$ cat src/hdl/zq_cal_pkg.sv
package zq_cal_pkg;

    // command encodings on the shared command lines
    typedef enum logic [2:0]
    {
        cmd_nop,
        cmd_zq_long,
        cmd_zq_short,
        cmd_precharge_all,
        cmd_self_refresh_enter,
        cmd_self_refresh_exit,
        cmd_other
    } zq_cmd_t;

    // calibration windows in clock cycles
    localparam int unsigned ZQ_INIT_CYCLES  = 1024;
    localparam int unsigned ZQ_OPER_CYCLES  = 512;
    localparam int unsigned ZQ_SHORT_CYCLES = 128;
    // engine convergence for a short calibration
    localparam int unsigned ZQ_CORRECT_CYCLES = 64;
    // precharge settle and self refresh exit delays
    localparam int unsigned PRECHARGE_CYCLES = 16;
    localparam int unsigned SELF_REFRESH_EXIT_CYCLES = 32;
    localparam int unsigned COUNT_WIDTH = 11;
    localparam logic [COUNT_WIDTH-1:0] COUNT_RESET = 11'h000;

    // impedance code width and reset value
    localparam int unsigned CODE_WIDTH = 8;
    localparam logic [CODE_WIDTH-1:0] CODE_RESET = 8'h80;
    // parked termination field width and reset value
    localparam int unsigned PARK_WIDTH = 3;
    localparam logic [PARK_WIDTH-1:0] PARK_RESET = 3'h0;

    function automatic logic [COUNT_WIDTH-1:0] to_count(input int unsigned n);
        return n[COUNT_WIDTH-1:0];
    endfunction

endpackage

$ cat src/hdl/zq_link_if.sv
`timescale 1ns/1ps
`default_nettype none
interface zq_link_if;
    import zq_cal_pkg::*;
    zq_cmd_t cmd;
    logic    cke;
    logic    odt;
    logic    dq_out_en_ctrl;
    logic    dq_out_en_dev;
    logic    cal_busy;

    modport controller
    (
        output cmd,
        output cke,
        output odt,
        output dq_out_en_ctrl,
        input  dq_out_en_dev,
        input  cal_busy
    );

    modport device
    (
        input  cmd,
        input  cke,
        input  odt,
        input  dq_out_en_ctrl,
        output dq_out_en_dev,
        output cal_busy
    );
endinterface
`default_nettype wire

$ cat src/hdl/zq_cal_controller.sv
`timescale 1ns/1ps
`default_nettype none
module zq_cal_controller
    import zq_cal_pkg::*;
(
    // clock and reset
    input  wire logic sys_clk,
    input  wire logic rstn,
    // user requests
    input  wire logic req_long,
    input  wire logic req_short,
    input  wire logic req_precharge,
    input  wire logic req_sr_enter,
    input  wire logic req_sr_exit,
    input  wire logic req_other,
    // user status
    output logic      ready,
    output logic      calibrating,
    output logic      first_long_issued,
    // link
    zq_link_if.controller link
);
    typedef enum {st_idle, st_self_refresh, st_wait} ctrl_state_t;
    ctrl_state_t            state;
    logic [COUNT_WIDTH-1:0] wait_count;
    logic [COUNT_WIDTH-1:0] settle_count;
    logic                   precharged;
    logic                   settled;
    logic                   go_long;
    logic                   go_short;
    logic                   go_pre;
    logic                   go_other;
    logic                   go_sr;

    assign settled  = (settle_count == COUNT_RESET);
    assign ready    = (state == st_idle) && settled;
    assign go_long  = ready && req_long && precharged;
    assign go_short = ready && !req_long && req_short && precharged;
    assign go_pre   = ready && !req_long && !req_short && req_precharge;
    assign go_other = ready && !req_long && !req_short && !req_precharge && req_other;
    // self refresh entry only when no other request competes, so command and state agree
    assign go_sr    = ready && !req_long && !req_short && !req_precharge && !req_other && req_sr_enter;

    always_ff @(posedge sys_clk or negedge rstn)
    begin
        if (!rstn)
            state <= st_idle;
        else
            unique case (state)
                st_idle:
                    if (go_long || go_short)
                        state <= st_wait;
                    else if (go_sr)
                        state <= st_self_refresh;
                st_self_refresh:
                    if (req_sr_exit)
                        state <= st_idle;
                st_wait:
                    if (wait_count == 11'h001)
                        state <= st_idle;
            endcase
    end

    always_ff @(posedge sys_clk or negedge rstn)
    begin
        if (!rstn)
            wait_count <= COUNT_RESET;
        else if (go_long && !first_long_issued)
            wait_count <= to_count(ZQ_INIT_CYCLES);
        else if (go_long)
            wait_count <= to_count(ZQ_OPER_CYCLES);
        else if (go_short)
            wait_count <= to_count(ZQ_SHORT_CYCLES);
        else if (wait_count != COUNT_RESET)
            wait_count <= wait_count - 11'h001;
    end

    always_ff @(posedge sys_clk or negedge rstn)
    begin
        if (!rstn)
            first_long_issued <= 1'b0;
        else if (go_long)
            first_long_issued <= 1'b1;
    end

    always_ff @(posedge sys_clk or negedge rstn)
    begin
        if (!rstn)
            settle_count <= COUNT_RESET;
        else if (go_pre)
            settle_count <= to_count(PRECHARGE_CYCLES);
        else if (state == st_self_refresh && req_sr_exit)
            settle_count <= to_count(SELF_REFRESH_EXIT_CYCLES);
        else if (settle_count != COUNT_RESET)
            settle_count <= settle_count - 11'h001;
    end

    always_ff @(posedge sys_clk or negedge rstn)
    begin
        if (!rstn)
            precharged <= 1'b0;
        else if (go_pre)
            precharged <= 1'b1;
        else if (go_other)
            precharged <= 1'b0;
    end

    always_ff @(posedge sys_clk or negedge rstn)
    begin
        if (!rstn)
            link.cmd <= cmd_nop;
        else if (go_long)
            link.cmd <= cmd_zq_long;
        else if (go_short)
            link.cmd <= cmd_zq_short;
        else if (go_pre)
            link.cmd <= cmd_precharge_all;
        else if (go_other)
            link.cmd <= cmd_other;
        else if (go_sr)
            link.cmd <= cmd_self_refresh_enter;
        else if (state == st_self_refresh && req_sr_exit)
            link.cmd <= cmd_self_refresh_exit;
        else
            link.cmd <= cmd_nop;
    end

    assign calibrating         = (state == st_wait);
    assign link.cke            = (state != st_self_refresh);
    assign link.odt            = 1'b0;
    assign link.dq_out_en_ctrl = 1'b0;
endmodule
`default_nettype wire

$ cat src/flat_wrapper.sv
// flat-port wrapper written by rule: the top's interface ports become plain ports
module zq_cal_controller_flat import zq_cal_pkg::*;
  (sys_clk, rstn, req_long, req_short, req_precharge, req_sr_enter, req_sr_exit, req_other, ready, calibrating, first_long_issued, link_cmd, link_cke, link_odt, link_dq_out_en_ctrl, link_dq_out_en_dev, link_cal_busy);
  zq_link_if link_i ();
  input  wire logic sys_clk;
  input  wire logic rstn;
  input  wire logic req_long;
  input  wire logic req_short;
  input  wire logic req_precharge;
  input  wire logic req_sr_enter;
  input  wire logic req_sr_exit;
  input  wire logic req_other;
  output logic ready;
  output logic calibrating;
  output logic first_long_issued;
  output wire logic [$bits(link_i.cmd)-1:0] link_cmd;
  output wire logic [$bits(link_i.cke)-1:0] link_cke;
  output wire logic [$bits(link_i.odt)-1:0] link_odt;
  output wire logic [$bits(link_i.dq_out_en_ctrl)-1:0] link_dq_out_en_ctrl;
  input wire logic [$bits(link_i.dq_out_en_dev)-1:0] link_dq_out_en_dev;
  input wire logic [$bits(link_i.cal_busy)-1:0] link_cal_busy;
  assign link_cmd = link_i.cmd;
  assign link_cke = link_i.cke;
  assign link_odt = link_i.odt;
  assign link_dq_out_en_ctrl = link_i.dq_out_en_ctrl;
  assign link_i.dq_out_en_dev = link_dq_out_en_dev;
  assign link_i.cal_busy = link_cal_busy;
  zq_cal_controller u_core (.sys_clk(sys_clk), .rstn(rstn), .req_long(req_long), .req_short(req_short), .req_precharge(req_precharge), .req_sr_enter(req_sr_enter), .req_sr_exit(req_sr_exit), .req_other(req_other), .ready(ready), .calibrating(calibrating), .first_long_issued(first_long_issued), .link(link_i));
endmodule
$ cat config.mk
export PLATFORM = sky130hd
export DESIGN_NAME = zq_cal_controller_flat
export DESIGN_NICKNAME = d
export VERILOG_FILES = /design/src/hdl/zq_cal_pkg.sv /design/src/hdl/zq_link_if.sv /design/src/hdl/zq_cal_controller.sv /design/src/flat_wrapper.sv
export SDC_FILE = /design/constraint.sdc
export NUM_CORES = 1
export LEC_CHECK = 0
export BUFFER_PORTS_ARGS = -buffer_cell sky130_fd_sc_hd__buf_2
export CAP_MARGIN = 30
export CORE_MARGIN = 2
export CORE_UTILIZATION = 52
export CTS_CLUSTER_SIZE = 30
export DETAILED_ROUTE_END_ITERATION = 6
export GPL_ROUTABILITY_DRIVEN = 0
export PLACE_DENSITY_LB_ADDON = 0.08
export SLEW_MARGIN = 20
export SYNTH_ARGS = -nofsm -noshare
export SYNTH_HDL_FRONTEND = slang
export SYNTH_SLANG_ARGS = --single-unit
export TNS_END_PERCENT = 10
$ cat constraint.sdc
create_clock -name sys_clk -period 1.85 [get_ports sys_clk]
set_input_delay 0.2775 -clock sys_clk [delete_from_list [all_inputs] [get_ports sys_clk]]
set_output_delay 0.2775 -clock sys_clk [all_outputs]
set_load 0.03 [all_outputs]
# --- Word-level counts from Yosys, hierarchy flattened ---
# Index checks and enable logic that the tools add are counted.
classes:
  add_sub_neg: 2
  n_mul: 0
  div: 0
  magnitude_cmp: 0
  eq_ne: 9
  n_shift: 0
  muxes: 20
  bitwise: 0
  reduce_logical: 29
op_table:
  columns: ["cell", "count"]
  rows:
  - ["$mux 32", 4]
  - ["$pmux 32 s3", 1]
  - ["$mux 11", 7]
  - ["$eq 32x2->1 const B", 2]
  - ["$logic_not 32->1", 2]
  - ["$eq 32x1->1 const B", 1]
  - ["$eq 32x3->1 const B", 1]
  - ["$ne 32x2->1 const B", 1]
  - ["$reduce_bool 11->1", 2]
  - ["$sub 11x1->11 const B", 2]
  - ["$mux 3", 6]
  - ["$logic_and 1x1->1", 14]
  - ["$eq 11x1->1 const B", 1]
  - ["$logic_not 11->1", 1]
  - ["$logic_not 1->1", 5]
  - ["$reduce_bool 4->1", 1]
  - ["$ne 3x1->1 const B", 1]
  - ["$reduce_and 3->1", 1]
  - ["$reduce_bool 3->1", 1]
  - ["$mux 1", 2]
  - ["$ne 2x1->1 const B", 1]
  - ["$ne 2x2->1 const B", 1]
  - ["$reduce_bool 2->1", 1]
  - ["$logic_or 1x1->1", 1]
word_totals:
  register_bits: 59
  latchBits: 0
  ramBits: 0
  romBits: 0
  output_inout_bits: 9
  elab_cells: 66
  n_memories: 0

# --- Logic depth before layout (Yosys ltp) ---
logic_depth:
  depth_word: 12
  ltp_mapped: 8
  ltp_nobuf: 7

# --- Worst setup path after synthesis ---
# Ideal clock, no wire load.
synth_path:
  path_type: "reg-to-reg"
  startpoint: "reg u_core.settle_count[3]"
  endpoint: "reg u_core.state[0]"
  setup_time_ns: 0.125
  arrival_time_ns: 1.771
  required_ns: 1.725
  slack_ns: -0.046
  path_stages_with_launch: 7
  synth_period_minus_slack_ns: 1.896
  path_cell_list: "dfrtp_1 > nor4_4 > and3_1 > buf_6 > o21ai_2 > a21oi_2 > mux2_4"
synth_between:
  elab_chain_len: 9
  elab_cells_between_ends: 16
synth_lines:
  columns: ["element", "line_no", "rtl"]
  rows:
  - ["start: declaration", "zq_cal_controller.sv:26", "logic [COUNT_WIDTH-1:0] settle_count;"]
  - ["start signal: assignment", "zq_cal_controller.sv:91", "settle_count <= to_count(PRECHARGE_CYCLES);"]
  - ["start signal: assignment", "zq_cal_controller.sv:93", "settle_count <= to_count(SELF_REFRESH_EXIT_CYCLES);"]
  - ["start signal: assignment", "zq_cal_controller.sv:95", "settle_count <= settle_count - 11'h001;"]
  - ["$logic_not 11->1 (*)", "zq_cal_controller.sv:35", "assign settled = (settle_count == COUNT_RESET);"]
  - ["$logic_and 1x1->1 (*)", "zq_cal_controller.sv:36", "assign ready = (state == st_idle) && settled;"]
  - ["$logic_and 1x1->1", "zq_cal_controller.sv:38, zq_cal_controller.sv:42", null]
  - ["$logic_and 1x1->1 (4 in a row)", "zq_cal_controller.sv:42", "assign go_sr = ready && !req_long && !req_short && !req_precharge && !req_other && req_sr_enter;"]
  - ["$ne 3x1->1 (no line)", null, null]
  - ["$reduce_and 3->1 (no line)", null, null]
  - ["end signal: assignment", "zq_cal_controller.sv:47", "state <= st_idle;"]
  - ["end signal: assignment", "zq_cal_controller.sv:52", "state <= st_wait;"]
  - ["end signal: assignment", "zq_cal_controller.sv:54", "state <= st_self_refresh;"]
  - ["end: declaration", "zq_cal_controller.sv:24", "ctrl_state_t state;"]
# Mark *: on every way between the ends. The rest lies on a longest branch, timed or not.
# A chain may end at the register's enable or synchronous reset.

# --- Worst setup path after layout ---
layout_path:
  startpoint: "reg u_core.settle_count[3]"
  endpoint: "out ready"
layout_between:
  elab_chain_len: 2
layout_lines:
  columns: ["element", "line_no", "rtl"]
  rows:
  - ["$logic_not 11->1", "zq_cal_controller.sv:35", null]
  - ["$logic_and 1x1->1", "zq_cal_controller.sv:36", null]
  - ["end: declaration", "flat_wrapper.sv:13", "output logic ready;"]
# Every way passes these cells.

==> results.sh <==
export IMPL_status="finished, violations left"
export IMPL_finalCriticalPeriod_ns=1.86
export IMPL_drc=0
export IMPL_clock_sinks=29
export IMPL_first_iter_violations=71
export IMPL_power_mw=3.16
export IMPL_setup_ws_ns=-0.0112
export IMPL_ys_flop_type="dfrtp_1"
export IMPL_fin_nets=237
export IMPL_setup_viol=1
export IMPL_rows=20
export IMPL_crit_fanout=5
export IMPL_ys_seq_area_share_pct=43.4
export IMPL_ir_drop_v=0.000958
export IMPL_finalMaxSlewViolations=0
export IMPL_grt_pass1_vias=1418
export IMPL_rsz0062_at_grt="true"
export IMPL_r2r_start="u_core.settle_count[3]$_DFFE_PN0P_"
export IMPL_grt_max_degree=30
export IMPL_port_buffers=14
export IMPL_ys_warn_count=0
export IMPL_min_delay_start="req_precharge"
export IMPL_failed_checks="negative setup slack"
export IMPL_critPathLaunchType="register"
export IMPL_rr_worst_depth=7
export IMPL_drive_above_1_share_pct=32.6
export IMPL_viasPerCell=5.28
export IMPL_nFillCells=246
export IMPL_syn_to_final_growth_pct=27.1
export IMPL_vias=1398
export IMPL_initial_core_util_pct=54.8
export IMPL_power_density_nw_per_um2=1490
export IMPL_io_pins=19
export IMPL_cts_inserted_buffers=5
export IMPL_r2r_end="u_core.settle_count[5]$_DFFE_PN0P_"
export IMPL_yosys_register_bits=29
export IMPL_yosysMostFrequentCell="dfrtp_1"
export IMPL_end_kind="primary output"
export IMPL_fin_crit_sh_pct=101
export IMPL_cts_clk_slew_worst_paths_ns=0.09
export IMPL_syn_inst=175
export IMPL_synthTopCellsByCount="29 x dfrtp_1, 27 x nor2_1, 13 x nand2_1"
export IMPL_final_hold_violation_count=0
export IMPL_drt_pass1_iter_count=4
export IMPL_grt_util_all_layers_pct=24.0
export IMPL_cts_max_path_buffers=2
export IMPL_yosysTopAreaCell="dfrtp_1"
export IMPL_postRouteWirelength_mm=3.82
export IMPL_cts_root_buf="clkbuf_4"
export IMPL_place_ws_ns=-0.00402
export IMPL_clock_skew_final_ns=0.00300
export IMPL_cp_required_ns=1.57
export IMPL_grt_pass1_wl_mm=6.31
export IMPL_syn_avg_cell_area_um2=9.56
export IMPL_max_freq_mhz=537
export IMPL_min_to="u_core.precharged$_DFFE_PN0P_"
export IMPL_worst_slew_pin_slew_ns=0.647
export IMPL_criticalPathCategory="register to primary output"
export IMPL_synth_edff_count=0
export IMPL_clk_latency_ns=0.34
export IMPL_die_height_um=60.7
export IMPL_arrival_ns=1.58
export IMPL_fp_dieW_um=60.7
export IMPL_synth_area_top_cells="dfrtp_1 43%, nor2_1 6.1%, ha_1 5.2%, xor2_1 4.2%, nand3_1 3.6%"
export IMPL_synthDistinctLibCells=46
export IMPL_r2r_setup_slack_ns=0.04
export IMPL_insertedDiodeCount=0
export IMPL_hold_class="primary input to register"
export IMPL_cts_tree="built"
export IMPL_async_flop_share_pct=100
export IMPL_fp_dieArea_um2=3690
export IMPL_core_um2=3050
export IMPL_antenna_found_initial=0
export IMPL_maxCapViolations=0
export IMPL_ant_nets=0
export IMPL_grt_overflow_total=0
export IMPL_netlist_area_um2=1670
export IMPL_hpwl_mm=2.67
export IMPL_htreeDepth=2
export IMPL_leakagePower_nw=0.975
export IMPL_wl_per_cell_um=14.4
export IMPL_slew_headroom_pct=56.9
export IMPL_synth_top_area_share_pct=43.4
export IMPL_hold_path_cell_count=2
-- logic make-up after synthesis --
| group | share of synthesized area (%) |
|---|---|
| fa+ha+maj | 5.24 |
| flops | 43.4 |
| compound gates | 11.1 |
| xor+xnor | 5.76 |
| simple gates | 27.7 |
| mux | 2.17 |
| other cells | 0.224 |
| buf+inv | 4.49 |
-- critical path: stages, from the launching register on --
cell     delay (ns)
dfrtp_2        0.46
nor4_4         0.38
nand4_4        0.17
inv_2          0.11
buf_6          0.13
-- layout make-up --
cell class / count / area, um2 / share of cell area, %
clock buffer: 7 / 65.1 / 3.06
clock inverter: 1 / 5.00 / 0.235
inverter: 10 / 37.5 / 1.77
multi-input combinational: 133 / 942 / 44.3
sequential: 29 / 727 / 34.2
tap: 44 / 55.1 / 2.59
timing repair buffer: 41 / 294 / 13.8
-- worst max path at each step --
| stage | start | to | slack (ns) | cells after the start |
|---|---|---|---|---|
| after global placement | u_core.wait_count[7]$_DFFE_PN0P_ | u_core.state[0]$_DFFE_PN0P_ | 0.03 | 6 |
| after CTS | u_core.settle_count[3]$_DFFE_PN0P_ | ready | -0.009 | 4 |
| after floorplan | u_core.settle_count[2]$_DFFE_PN0P_ | u_core.state[0]$_DFFE_PN0P_ | -0.04 | 6 |
| after global routing | u_core.settle_count[5]$_DFFE_PN0P_ | ready | -0.10 | 4 |
| final | u_core.settle_count[3]$_DFFE_PN0P_ | ready | -0.01 | 4 |
| after detailed placement | u_core.settle_count[0]$_DFFE_PN0P_ | u_core.wait_count[9]$_DFFE_PN0P_ | -0.004 | 8 |
-- power by group --
part           leakage [nW]  internal [mW]  switching, mW  total [mW]
clock                0.0413          0.220          0.230       0.450
sequential            0.355          0.868          0.274        1.14
combinational         0.578          0.781          0.788        1.57
-- stage by stage --
step | setup TNS [ns] | instance area (um2) | instances | hold slack, ns | utilization [%]
floorplan | -0.0406 | 1680 | 176 | -0.0181 | -
global placement | 0 | 1930 | 251 | 0.329 | 63.4
detailed placement | -0.00402 | 1930 | 251 | 0.336 | 63.4
CTS | -0.00928 | 2070 | 262 | 0.214 | 67.9
global route | -0.344 | 2130 | 265 | 0.215 | 69.6
finish | -0.0112 | 2130 | 265 | 0.225 | 69.6
-- flip-flops by register name, summed over array words and instances, names as in the netlist --
| register | count |
|---|---|
| u_core.settle_count | 11 |
| u_core.wait_count | 11 |
| u_core.link.cmd | 3 |
| u_core.state | 2 |
| u_core.first_long_issued | 1 |
| u_core.precharged | 1 |
-- per-layer routing --
layer  vias up  global-route usage [%]  share of wire, %
li1        699                       -                 -
met1       666                    27.6                42
met2        27                    41.5                52
met3         6                    5.54               3.9
met4         0                    12.4               2.0
met5         -                       0                 0
-- cell usage in the layout (no fill, tap or decap), drive strengths merged, types with 2 or more instances in the layout --
| cell type | synthesis | final |
|---|---|---|
| dfrtp | 29 | 29 |
| nand4b | 2 | 2 |
| and3 | 2 | 2 |
| a21boi | 2 | 2 |
| buf | 4 | 40 |
| mux2 | 2 | 2 |
| nand2 | 13 | 13 |
| nor4 | 5 | 5 |
| and2 | 2 | 2 |
| and2b | 2 | 2 |
| nand3 | 12 | 12 |
| inv | 10 | 10 |
| nor2 | 27 | 27 |
| a211oi | 2 | 2 |
| a31oi | 2 | 2 |
| nand4 | 4 | 4 |
| ha | 7 | 7 |
| nand3b | 2 | 2 |
| o21a | 2 | 2 |
| xor2 | 8 | 8 |
| nor3 | 8 | 8 |
| clkbuf | 0 | 7 |
| a21oi | 6 | 6 |
| xnor2 | 3 | 3 |
| conb | 1 | 2 |
| o21ai | 6 | 6 |
-- timing repair --
action	in CTS	in global routing
endpoints found under the setup margin	3	16
resized for setup	10	7
endpoints found under the hold margin	29	0
pin swaps	2	3
buffers inserted	2	3
hold buffers	1	0
(Power assumes the default switching activity.)
